## src/core/tcc_pkg.sv

```systemverilog
package tcc_pkg;
  // register byte addresses on the 8-bit port
  localparam logic [3:0] ADDR_CTRL_A     = 4'h0;
  localparam logic [3:0] ADDR_CTRL_B     = 4'h1;
  localparam logic [3:0] ADDR_CTRL_C     = 4'h2;
  localparam logic [3:0] ADDR_CMP_STATUS = 4'h3;
  localparam logic [3:0] ADDR_IRQ_MASK   = 4'h4;
  localparam logic [3:0] ADDR_FLAGS      = 4'h5;
  localparam logic [3:0] ADDR_CAP_LO     = 4'h6;
  localparam logic [3:0] ADDR_CAP_HI     = 4'h7;
  localparam logic [3:0] ADDR_CMPA_LO    = 4'h8;
  localparam logic [3:0] ADDR_CMPA_HI    = 4'h9;
  localparam logic [3:0] ADDR_CMPB_LO    = 4'ha;
  localparam logic [3:0] ADDR_CMPB_HI    = 4'hb;
  // field positions
  localparam int COM_A_LSB     = 6;
  localparam int COM_B_LSB     = 4;
  localparam int WGM_LO_LSB    = 0;
  localparam int FILT_EN_BIT   = 7;
  localparam int EDGE_RISE_BIT = 6;
  localparam int WGM_HI_LSB    = 3;
  localparam int FORCE_A_BIT   = 7;
  localparam int FORCE_B_BIT   = 6;
  localparam int CAP_SEL_BIT   = 2;
  localparam int CMP_OUT_BIT   = 5;
  localparam int CAP_BIT       = 5;
  localparam int CMPB_BIT      = 2;
  localparam int CMPA_BIT      = 1;
  // reset values
  localparam logic [7:0]  RST_BYTE = 8'h00;
  localparam logic [15:0] RST_WORD = 16'h0000;
  localparam logic [3:0]  RST_WGM  = 4'h0;
  localparam logic [1:0]  RST_COM  = 2'h0;
  // compare output actions
  localparam logic [1:0] COM_TOGGLE = 2'h1;
  localparam logic [1:0] COM_CLEAR  = 2'h2;
  localparam logic [1:0] COM_SET    = 2'h3;
  // waveform modes of note
  localparam logic [3:0] WGM_NORMAL  = 4'h0;
  localparam logic [3:0] WGM_CTC_CMP = 4'h4;
  localparam logic [3:0] WGM_PFC_CAP = 4'h8;
  localparam logic [3:0] WGM_PFC_CMP = 4'h9;
  localparam logic [3:0] WGM_PC_CAP  = 4'ha;
  localparam logic [3:0] WGM_CTC_CAP = 4'hc;
  localparam logic [3:0] WGM_RSVD    = 4'hd;
  localparam logic [3:0] WGM_FAST_CAP = 4'he;
  localparam int FILT_DEPTH = 4;

  function automatic logic is_pwm(input logic [3:0] m);
    is_pwm = !(m == WGM_NORMAL || m == WGM_CTC_CMP || m == WGM_CTC_CAP || m == WGM_RSVD);
  endfunction : is_pwm

  function automatic logic cap_top(input logic [3:0] m);
    cap_top = (m == WGM_PFC_CAP || m == WGM_PC_CAP || m == WGM_CTC_CAP || m == WGM_FAST_CAP);
  endfunction : cap_top

  // phase correct modes reload at top, the others at bottom
  function automatic logic load_at_top(input logic [3:0] m);
    load_at_top = (m[3:2] == 2'b00) || (m == WGM_PC_CAP) || (m == 4'hb);
  endfunction : load_at_top
endpackage : tcc_pkg

```

## src/core/tcc_capture_compare.sv

```systemverilog
// Design decisions made here: strobed register access and the register offsets.
`timescale 1ns/1ps
// Summary of operation
// - capture source pin, or comparator when selected
// - source switch may capture; software clears flag
// - both sources synchronised, same edge detector
// - filter output changes after four equal samples
// - filter active only when enable bit set
// - filter adds exactly four clock cycles latency
// - filter samples on undivided system clock
// - capture disabled in capture-defines-top modes
// - every new capture overwrites captured value
// - software-driven pin edge also captures
// - 16-bit compare, flag one tick later
// - flag requests irq, cleared by ack/write-one
// - channel A match can define counter top
// - pwm modes double buffer, others write direct
// - cpu reaches buffer in pwm, else active
// - compare changes on writes, high read direct
// - high byte to temp, low write commits
// - force strobe acts like match, no flag
// - counter write blocks matches next tick
// - written-equal top match ignored, counts on
// - output state kept across mode changes
// - output mode bits take effect immediately
// - capture copies counter and sets flag together
// - reset clears compare output states
module tcc_capture_compare
  import tcc_pkg::*;
(
  input  wire logic        i_clk,
  input  wire logic        i_rst_n,
  input  wire logic [3:0]  i_addr,
  input  wire logic [7:0]  i_wdata,
  input  wire logic        i_wr,
  input  wire logic        i_rd,
  output logic      [7:0]  o_rdata,
  input  wire logic        i_capture_pin,
  input  wire logic        i_comparator_out,
  input  wire logic [15:0] i_count,
  input  wire logic        i_count_tick,
  input  wire logic        i_count_top,
  input  wire logic        i_count_bottom,
  input  wire logic        i_count_wr,
  input  wire logic        i_ack_capture,
  input  wire logic        i_ack_cmp_a,
  input  wire logic        i_ack_cmp_b,
  output logic             o_irq_capture,
  output logic             o_irq_cmp_a,
  output logic             o_irq_cmp_b,
  output logic             o_match_a,
  output logic             o_match_b,
  output logic      [15:0] o_top_value,
  output logic      [3:0]  o_waveform_mode,
  output logic             o_cmp_state_a,
  output logic             o_cmp_state_b
);

  typedef struct packed {
    logic [1:0]  sync_pin;
    logic [1:0]  sync_cmp;
    logic [3:0]  filt_sh;
    logic        filt;
    logic        trig_q;
    logic        lvl_prev;
    logic [1:0]  com_a;
    logic [1:0]  com_b;
    logic [3:0]  wgm;
    logic        filt_en;
    logic        edge_rise;
    logic        cap_sel;
    logic        ie_cap;
    logic        ie_a;
    logic        ie_b;
    logic        flag_cap;
    logic        flag_a;
    logic        flag_b;
    logic [15:0] capture;
    logic [15:0] cmp_a;
    logic [15:0] cmp_b;
    logic [15:0] buf_a;
    logic [15:0] buf_b;
    logic [7:0]  temp;
    logic        blk;
    logic        st_a;
    logic        st_b;
    logic [7:0]  rdata;
  } tcc_state_type;

  tcc_state_type st;
  tcc_state_type next_st;

  function automatic logic com_apply(input logic [1:0] com, input logic cur);
    case (com)
      COM_TOGGLE: com_apply = !cur;
      COM_CLEAR:  com_apply = 1'b0;
      COM_SET:    com_apply = 1'b1;
      default:    com_apply = cur;
    endcase
  endfunction : com_apply

  logic        trig_src;
  logic        lvl;
  logic        cap_evt;
  logic        m_a;
  logic        m_b;
  logic        pwm;
  logic        reload;
  logic        wr_lo_a;
  logic        wr_lo_b;
  logic        force_a;
  logic        force_b;
  logic        clr_wr;
  logic [15:0] word_in;

  always_comb begin
    trig_src = st.cap_sel ? st.sync_cmp[1] : st.sync_pin[1];
    lvl      = st.filt_en ? st.filt : st.trig_q;
    // only the edge of the chosen polarity; source switch counts as a change too
    cap_evt  = (lvl != st.lvl_prev) && (lvl == st.edge_rise)
               && !cap_top(st.wgm);
    pwm      = is_pwm(st.wgm);
    // no early match while blocked, so a written-equal top is passed by
    m_a      = i_count_tick && (i_count == st.cmp_a) && !st.blk;
    m_b      = i_count_tick && (i_count == st.cmp_b) && !st.blk;
    reload   = pwm && i_count_tick
               && (load_at_top(st.wgm) ? i_count_top : i_count_bottom);
    wr_lo_a  = i_wr && (i_addr == ADDR_CMPA_LO);
    wr_lo_b  = i_wr && (i_addr == ADDR_CMPB_LO);
    force_a  = i_wr && (i_addr == ADDR_CTRL_C) && i_wdata[FORCE_A_BIT] && !pwm;
    force_b  = i_wr && (i_addr == ADDR_CTRL_C) && i_wdata[FORCE_B_BIT] && !pwm;
    clr_wr   = i_wr && (i_addr == ADDR_FLAGS);
    word_in  = {st.temp, i_wdata};
  end

  always_comb begin
    next_st = st;
    // first stage feeds only the second stage
    next_st.sync_pin = {st.sync_pin[0], i_capture_pin};
    next_st.sync_cmp = {st.sync_cmp[0], i_comparator_out};
    next_st.trig_q   = trig_src;
    // runs every system clock, prescaler plays no part
    next_st.filt_sh  = {st.filt_sh[2:0], trig_src};
    if (&st.filt_sh || ~|st.filt_sh) begin
      next_st.filt = st.filt_sh[FILT_DEPTH-1];
    end
    next_st.lvl_prev = lvl;
    if (cap_evt) begin
      next_st.capture = i_count;
    end
    // write-through to active register in non-pwm, buffer otherwise
    if (reload) begin
      next_st.cmp_a = st.buf_a;
      next_st.cmp_b = st.buf_b;
    end
    if (wr_lo_a) begin
      next_st.buf_a = word_in;
      if (!pwm) begin
        next_st.cmp_a = word_in;
      end
    end
    if (wr_lo_b) begin
      next_st.buf_b = word_in;
      if (!pwm) begin
        next_st.cmp_b = word_in;
      end
    end
    if (i_count_wr) begin
      next_st.blk = 1'b1;
    end else if (i_count_tick) begin
      next_st.blk = 1'b0;
    end
    // set wins over ack or write-one clear
    next_st.flag_cap = (st.flag_cap && !i_ack_capture && !(clr_wr && i_wdata[CAP_BIT]))
                       || cap_evt;
    next_st.flag_a   = (st.flag_a && !i_ack_cmp_a && !(clr_wr && i_wdata[CMPA_BIT]))
                       || m_a;
    next_st.flag_b   = (st.flag_b && !i_ack_cmp_b && !(clr_wr && i_wdata[CMPB_BIT]))
                       || m_b;
    // pwm waveform shaping lives outside; state held there, never reset by mode
    if ((m_a && !pwm) || force_a) begin
      next_st.st_a = com_apply(st.com_a, st.st_a);
    end
    if ((m_b && !pwm) || force_b) begin
      next_st.st_b = com_apply(st.com_b, st.st_b);
    end
    next_st.rdata = 8'h00;
    if (i_wr) begin
      case (i_addr)
        ADDR_CTRL_A: begin
          next_st.com_a    = i_wdata[COM_A_LSB +: 2];
          next_st.com_b    = i_wdata[COM_B_LSB +: 2];
          next_st.wgm[1:0] = i_wdata[WGM_LO_LSB +: 2];
        end
        ADDR_CTRL_B: begin
          next_st.filt_en   = i_wdata[FILT_EN_BIT];
          next_st.edge_rise = i_wdata[EDGE_RISE_BIT];
          next_st.wgm[3:2]  = i_wdata[WGM_HI_LSB +: 2];
        end
        ADDR_CMP_STATUS: next_st.cap_sel = i_wdata[CAP_SEL_BIT];
        ADDR_IRQ_MASK: begin
          next_st.ie_cap = i_wdata[CAP_BIT];
          next_st.ie_a   = i_wdata[CMPA_BIT];
          next_st.ie_b   = i_wdata[CMPB_BIT];
        end
        ADDR_CAP_LO: begin
          if (cap_top(st.wgm) && !cap_evt) begin
            next_st.capture = word_in;
          end
        end
        ADDR_CAP_HI, ADDR_CMPA_HI, ADDR_CMPB_HI: next_st.temp = i_wdata;
        default: begin
        end
      endcase
    end else if (i_rd) begin
      case (i_addr)
        ADDR_CTRL_A: begin
          next_st.rdata[COM_A_LSB +: 2]  = st.com_a;
          next_st.rdata[COM_B_LSB +: 2]  = st.com_b;
          next_st.rdata[WGM_LO_LSB +: 2] = st.wgm[1:0];
        end
        ADDR_CTRL_B: begin
          next_st.rdata[FILT_EN_BIT]      = st.filt_en;
          next_st.rdata[EDGE_RISE_BIT]    = st.edge_rise;
          next_st.rdata[WGM_HI_LSB +: 2]  = st.wgm[3:2];
        end
        ADDR_CMP_STATUS: begin
          next_st.rdata[CAP_SEL_BIT] = st.cap_sel;
          next_st.rdata[CMP_OUT_BIT] = st.sync_cmp[1];
        end
        ADDR_IRQ_MASK: begin
          next_st.rdata[CAP_BIT]  = st.ie_cap;
          next_st.rdata[CMPA_BIT] = st.ie_a;
          next_st.rdata[CMPB_BIT] = st.ie_b;
        end
        ADDR_FLAGS: begin
          next_st.rdata[CAP_BIT]  = st.flag_cap;
          next_st.rdata[CMPA_BIT] = st.flag_a;
          next_st.rdata[CMPB_BIT] = st.flag_b;
        end
        ADDR_CAP_LO: begin
          next_st.rdata = st.capture[7:0];
          next_st.temp  = st.capture[15:8];
        end
        ADDR_CAP_HI:  next_st.rdata = st.temp;
        // compare high bytes never go through temp
        ADDR_CMPA_LO: next_st.rdata = pwm ? st.buf_a[7:0] : st.cmp_a[7:0];
        ADDR_CMPA_HI: next_st.rdata = pwm ? st.buf_a[15:8] : st.cmp_a[15:8];
        ADDR_CMPB_LO: next_st.rdata = pwm ? st.buf_b[7:0] : st.cmp_b[7:0];
        ADDR_CMPB_HI: next_st.rdata = pwm ? st.buf_b[15:8] : st.cmp_b[15:8];
        default:      next_st.rdata = 8'h00;
      endcase
    end
  end

  always_ff @(posedge i_clk) begin
    if (!i_rst_n) begin
      st           <= '0;
      st.wgm       <= RST_WGM;
      st.com_a     <= RST_COM;
      st.com_b     <= RST_COM;
      st.capture   <= RST_WORD;
      st.cmp_a     <= RST_WORD;
      st.cmp_b     <= RST_WORD;
      st.buf_a     <= RST_WORD;
      st.buf_b     <= RST_WORD;
      st.temp      <= RST_BYTE;
      st.rdata     <= RST_BYTE;
      st.st_a      <= 1'b0;
      st.st_b      <= 1'b0;
    end else begin
      st <= next_st;
    end
  end

  assign o_rdata         = st.rdata;
  assign o_irq_capture   = st.flag_cap && st.ie_cap;
  assign o_irq_cmp_a     = st.flag_a && st.ie_a;
  assign o_irq_cmp_b     = st.flag_b && st.ie_b;
  assign o_match_a       = m_a;
  assign o_match_b       = m_b;
  assign o_top_value     = cap_top(st.wgm) ? st.capture : st.cmp_a;
  assign o_waveform_mode = st.wgm;
  assign o_cmp_state_a   = st.st_a;
  assign o_cmp_state_b   = st.st_b;
endmodule : tcc_capture_compare

```

## config.mk

```make
export PLATFORM = sky130hd
export DESIGN_NAME = tcc_capture_compare
export DESIGN_NICKNAME = d
export VERILOG_FILES = /design/src/core/tcc_pkg.sv /design/src/core/tcc_capture_compare.sv
export SDC_FILE = /design/constraint.sdc
export NUM_CORES = 1
export LEC_CHECK = 0
export BUFFER_PORTS_ARGS = -buffer_cell sky130_fd_sc_hd__buf_2
export CAP_MARGIN = 0
export CORE_MARGIN = 2
export CORE_UTILIZATION = 45
export DETAILED_ROUTE_END_ITERATION = 8
export PLACE_DENSITY = 0.63
export SLEW_MARGIN = 20
export SYNTH_ARGS = -nofsm -noshare
export SYNTH_HDL_FRONTEND = slang
export SYNTH_SLANG_ARGS = --single-unit
```

## constraint.sdc

```tcl
create_clock -name i_clk -period 3.1 [get_ports i_clk]
set_input_delay 0.62 -clock i_clk [delete_from_list [all_inputs] [get_ports i_clk]]
set_output_delay 0.62 -clock i_clk [all_outputs]
set_load 0.03 [all_outputs]
```

======== After elaboration in Yosys (flattened, before gate mapping) ========
Cells that the tools add are included.
storage, ports and cells
  bits of input ports ..................... 41
  output and inout port bits .............. 35
  word-level logic and storage cells ...... 169
  register bits ........................... 127
cells by class
  equality and inequality tests ........... 29
  reductions and logical operators ........ 77
  bitwise operators ....................... 2
  muxes and demuxes ....................... 32
operator list
  operator                                                          number
  16-bit two-way mux                                                9
  8-bit two-way mux                                                 8
  4-bit == test (second input constant)                             10
  16-bit == test                                                    2
  32-bit two-way mux                                                1
  1-bit logical AND                                                 31
  4-bit by 3-bit == test with 1-bit output (second input constant)  5
  1-bit one-hot mux with 9 select lines                             2
  2-bit one-hot mux with 8 select lines                             1
  1-bit logical OR                                                  14
  1-bit one-hot mux with 7 select lines                             2
  1-bit logical NOT                                                 13
  2-bit AND reduction                                               6
  1-bit one-hot mux with 10 select lines                            1
  2-bit == test (second input constant)                             4
  4-bit by 2-bit == test with 1-bit output (second input constant)  2
  4-bit logical NOT                                                 2
  1-bit one-hot mux with 8 select lines                             1
  1-bit one-hot mux with 3 select lines                             2
  2-bit nonzero test                                                3
  3-bit nonzero test                                                2
  3-bit OR reduction                                                2
  1-bit two-way mux                                                 5
  2-bit by 1-bit == test with 1-bit output (second input constant)  2
  9 further kinds                                                   10

======== Depth between registers and ports, before layout ========
  depth after elaboration ................. 11
  mapped depth ............................ 8
  depth with buffers taken out ............ 5

======== Worst setup path after synthesis ========
OpenSTA, ideal clock, no wires.
  kind .................................... input-to-output
  start point ............................. input i_count[12]
  end point ............................... output o_match_a
  arrival ................................. 2182 ps
  setup slack ............................. 298 ps
  data required time ...................... 2480 ps
  buffers on the path ..................... 0
  stages .................................. 4
  cells stage by stage .................... xor2_1 -> nor4_1 -> nand2_1 -> nor4_1
between the ends
  word-level cells in the longest chain between the ends .. 3
ends and longest elaborated chain
  element                          line                        text
  from (decl)                      tcc_capture_compare.sv:40   input wire logic [15:0] i_count,
  16-bit == test                   tcc_capture_compare.sv:124  m_a = i_count_tick && (i_count == st.cmp_a) && !st.blk;
  1-bit logical AND (2 in series)  tcc_capture_compare.sv:124
  to (decl)                        tcc_capture_compare.sv:51   output logic o_match_a,
No other way between the ends.

======== Worst setup path in the final report ========
  start point ............................. input i_count[9]
  end point ............................... output o_match_b
between the ends
  word-level cells in the longest chain between the ends .. 3
ends and longest elaborated chain
  element                          line                        text
  16-bit == test                   tcc_capture_compare.sv:125  m_b = i_count_tick && (i_count == st.cmp_b) && !st.blk;
  1-bit logical AND (2 in series)  tcc_capture_compare.sv:125
  to (decl)                        tcc_capture_compare.sv:52   output logic o_match_b,
No other way between the ends.

==> impl_metrics.toml <==
[synth]
synth-async-reset-ratio = 0
netlist_instances = 738
ys_ff_latch = 126
synth_edf_count = 0
synth_ff_type = "dfxtp_1"
netlist_area_sq_um = 6700
synth_compound_area_frac = 0.134
synth_mux_area_frac = 0.236
synth_simple_gate_area_frac = 0.153
synthXorXnorAreaFrac = 0.0458
ys_warn_count = 0
synth_area_per_cell_sq_um = 9.08
synth_top_family_by_area = "multiplexers"
ys_seq_area_frac = 0.377
synthAdderAreaFrac = 0
synth.distinct_cells = 53
yosys-top-cells-area = "dfxtp_1, mux2i_1, mux4_2"
synth_top_area_frac = 0.377
synth_fp_nets = 779
yosys.area.top_type = "dfxtp_1"

[setup_path]
path_cells = "buf_2 > xor2_1 > nor4_1 > nand2_1 > nor4_1 > buf_4 > buf_2"
worst_setup_path_end_kind = "output port"
crit_slowest_cell = "nor4_1"
cp_num_buf_inv = 3
critPathMaxFanout = 3
critPathTopFamily = "simple AND/OR/NAND/NOR gates"
arrival_ns = 2.18
crit_path_start_kind = "primary input"
cpPeakStageDelay_ns = 0.42
cp.required_ns = 2.48
path_class = "in -> out"

[floorplan]
die_w_microns = 126
io_pins = 76
die_y_microns = 126
dieArea_sq_um = 15900
initial_core_util = 0.461
rows = 44
core-area_sq_um = 14500

[placed_design]
routabilityCongestion = 0.869
detailed_place_hpwl_microns = 13900
numPortBuffers = 75
place_area_sq_um = 7140

[route]
drcViolationCount = 0
dr.pass1.iters = 5
ant_nets = 0
via_per_inst = 5.81
wl_per_cell_microns = 20.4
drt-initial-drc-count = 444
num_vias = 5731
drt-total-wl_microns = 20100

[sta]
setup_tns_ns = 0
final_max_slew_viol_count = 0
worstMarginPinSlew_ns = 0.700
min_period_ns = 2.80
post-route-period-util = 0.902
hold_viol = 0
relSlewSlack = 0.533
finClkSkew_ns = 0.00925
grt_setup_unrepaired = "false"
fmax_mhz = 358
setup_viol_count_final = 0

[power_and_ir_drop]
pwr_density_cell_nw_per_um2 = 560
vdd_drop_max_uv = 415
p_leak_nw = 3.18
total_power_mw = 4.39

[cts]
clock_path_buffers = 2
cts.clk_slew.worst_paths_ns = 0.05
htreeDepth = 4
clockRootBuffer = "clkbuf_16"
cts.sinks = 126
postCtsSetupRepairBufs = 0
ctsResizeCount = 0
holdBufCountCts = 0
cts_buffers = 17
cts_tree = "done"
insertion_delay_ns = 0.43

[global_routing]
grt-ovfl-total = 0
grt_pass1_vias = 5711
grtUsageTotal = 0.260
grt_pass1_wl_microns = 32000
antenna_found_initial = 0
grt_max_degree = 60

[cells_and_area]
nNetsFinal = 830
mostFrequentLayoutCells = "dfxtp_1, mux2i_1, buf_2"
drive_gt1_frac = 0.193
syn2layout_area_growth_pct = 17.0
final_common_cell = "dfxtp_1"
antennaDiodeCount = 0
final_cell_area_sq_um = 7840

[run]
max-cap-violations = 0

[outcome]
outcome = "completed"

[worst_hold_path]
min_path_type = "in -> reg"
-- cell families (layout without fill, tap and decap cells) --
family / count (synthesis) / in the layout
compound gates: 157 / 157
xor+xnor: 35 / 35
buf+inv: 70 / 134
flops: 126 / 126
mux: 136 / 136
simple gates: 214 / 214
-- worst register-to-register path, cell delays in order, from the launching register on --
cell and delay [ns]:
dfxtp_1 0.31, nor2b_1 0.14, or3b_4 0.38, a211oi_4 0.51, buf_6 0.27, buf_4 0.31
mux2i_1 0.24, a21oi_1 0.08
-- through the flow --
step	hold WS [ns]	util	setup slack [ns]	cells
after floorplan	0.412	-	0.298	738
after CTS	0.400	0.539	0.352	986
after detailed placement	0.431	0.491	0.369	954
after global routing	0.419	0.539	0.177	986
after global placement	0.425	0.491	0.143	953
final	0.417	0.539	0.303	986
-- metal layers --
metal,share of wire,vias up,track usage
li1,-,2720,-
met1,0.45,2755,0.340
met2,0.45,218,0.400
met3,0.073,38,0.0824
met4,0.023,0,0.107
met5,0,-,0
-- report_power, final --
group          internal (mW)  switching, mW
clock                   1.63          0.732
sequential              1.65         0.0338
combinational          0.129          0.217
total                   3.41          0.983
-- Yosys cell counts (3+ instances only) --
| library cell | n |
|---|---|
| a211oi_1 | 11 |
| a21oi_1 | 64 |
| a31oi_1 | 3 |
| and2_1 | 12 |
| and3_1 | 4 |
| buf_2 | 13 |
| buf_4 | 14 |
| buf_8 | 3 |
| clkbuf_1 | 33 |
| dfxtp_1 | 126 |
| inv_1 | 3 |
| mux2_2 | 5 |
| mux2i_1 | 114 |
| mux4_2 | 17 |
| nand2_1 | 70 |
| nand2b_1 | 4 |
| nand3_1 | 11 |
| nand3b_1 | 3 |
| nand4_1 | 5 |
| nor2_1 | 67 |
| nor2b_1 | 10 |
| nor3b_1 | 4 |
| nor4_1 | 6 |
| nor4b_1 | 3 |
| o21a_1 | 3 |
| o21ai_0 | 57 |
| o22a_1 | 3 |
| o22ai_1 | 5 |
| xnor2_1 | 17 |
| xor2_1 | 18 |
-- layout make-up --
| cell class | instances | area [sq um] |
|---|---|---|
| tap | 184 | 230 |
| timing repair buffer | 98 | 564 |
| fill | 1322 | 6700 |
| clock inverter | 11 | 235 |
| sequential | 126 | 2520 |
| multi-input combinational | 542 | 3810 |
| inverter | 4 | 15.0 |
| clock buffer | 21 | 460 |
-- flip-flops by register name, summed over array words and instances (netlist names) --
| signal | flops |
|---|---|
| st | 107 |
| o_cmp_state_b | 1 |
| o_cmp_state_a | 1 |
| next_st | 5 |
| o_rdata | 8 |
| o_waveform_mode | 4 |
-- final timing paths --
check	start	end	slack, ns	depth (start not counted)
worst min register to register	next_st[124]$_SDFF_PN0_	st[124]$_SDFF_PN0_	0.44	1
worst min-delay path	i_comparator_out	next_st[124]$_SDFF_PN0_	0.42	2
worst max register to register	o_waveform_mode[3]$_SDFFE_PN0P_	st[59]$_SDFF_PN0_	0.72	7
worst max-delay path	i_count[9]	o_match_b	0.30	7
No activity file was read; power rests on OpenSTA's default activity.
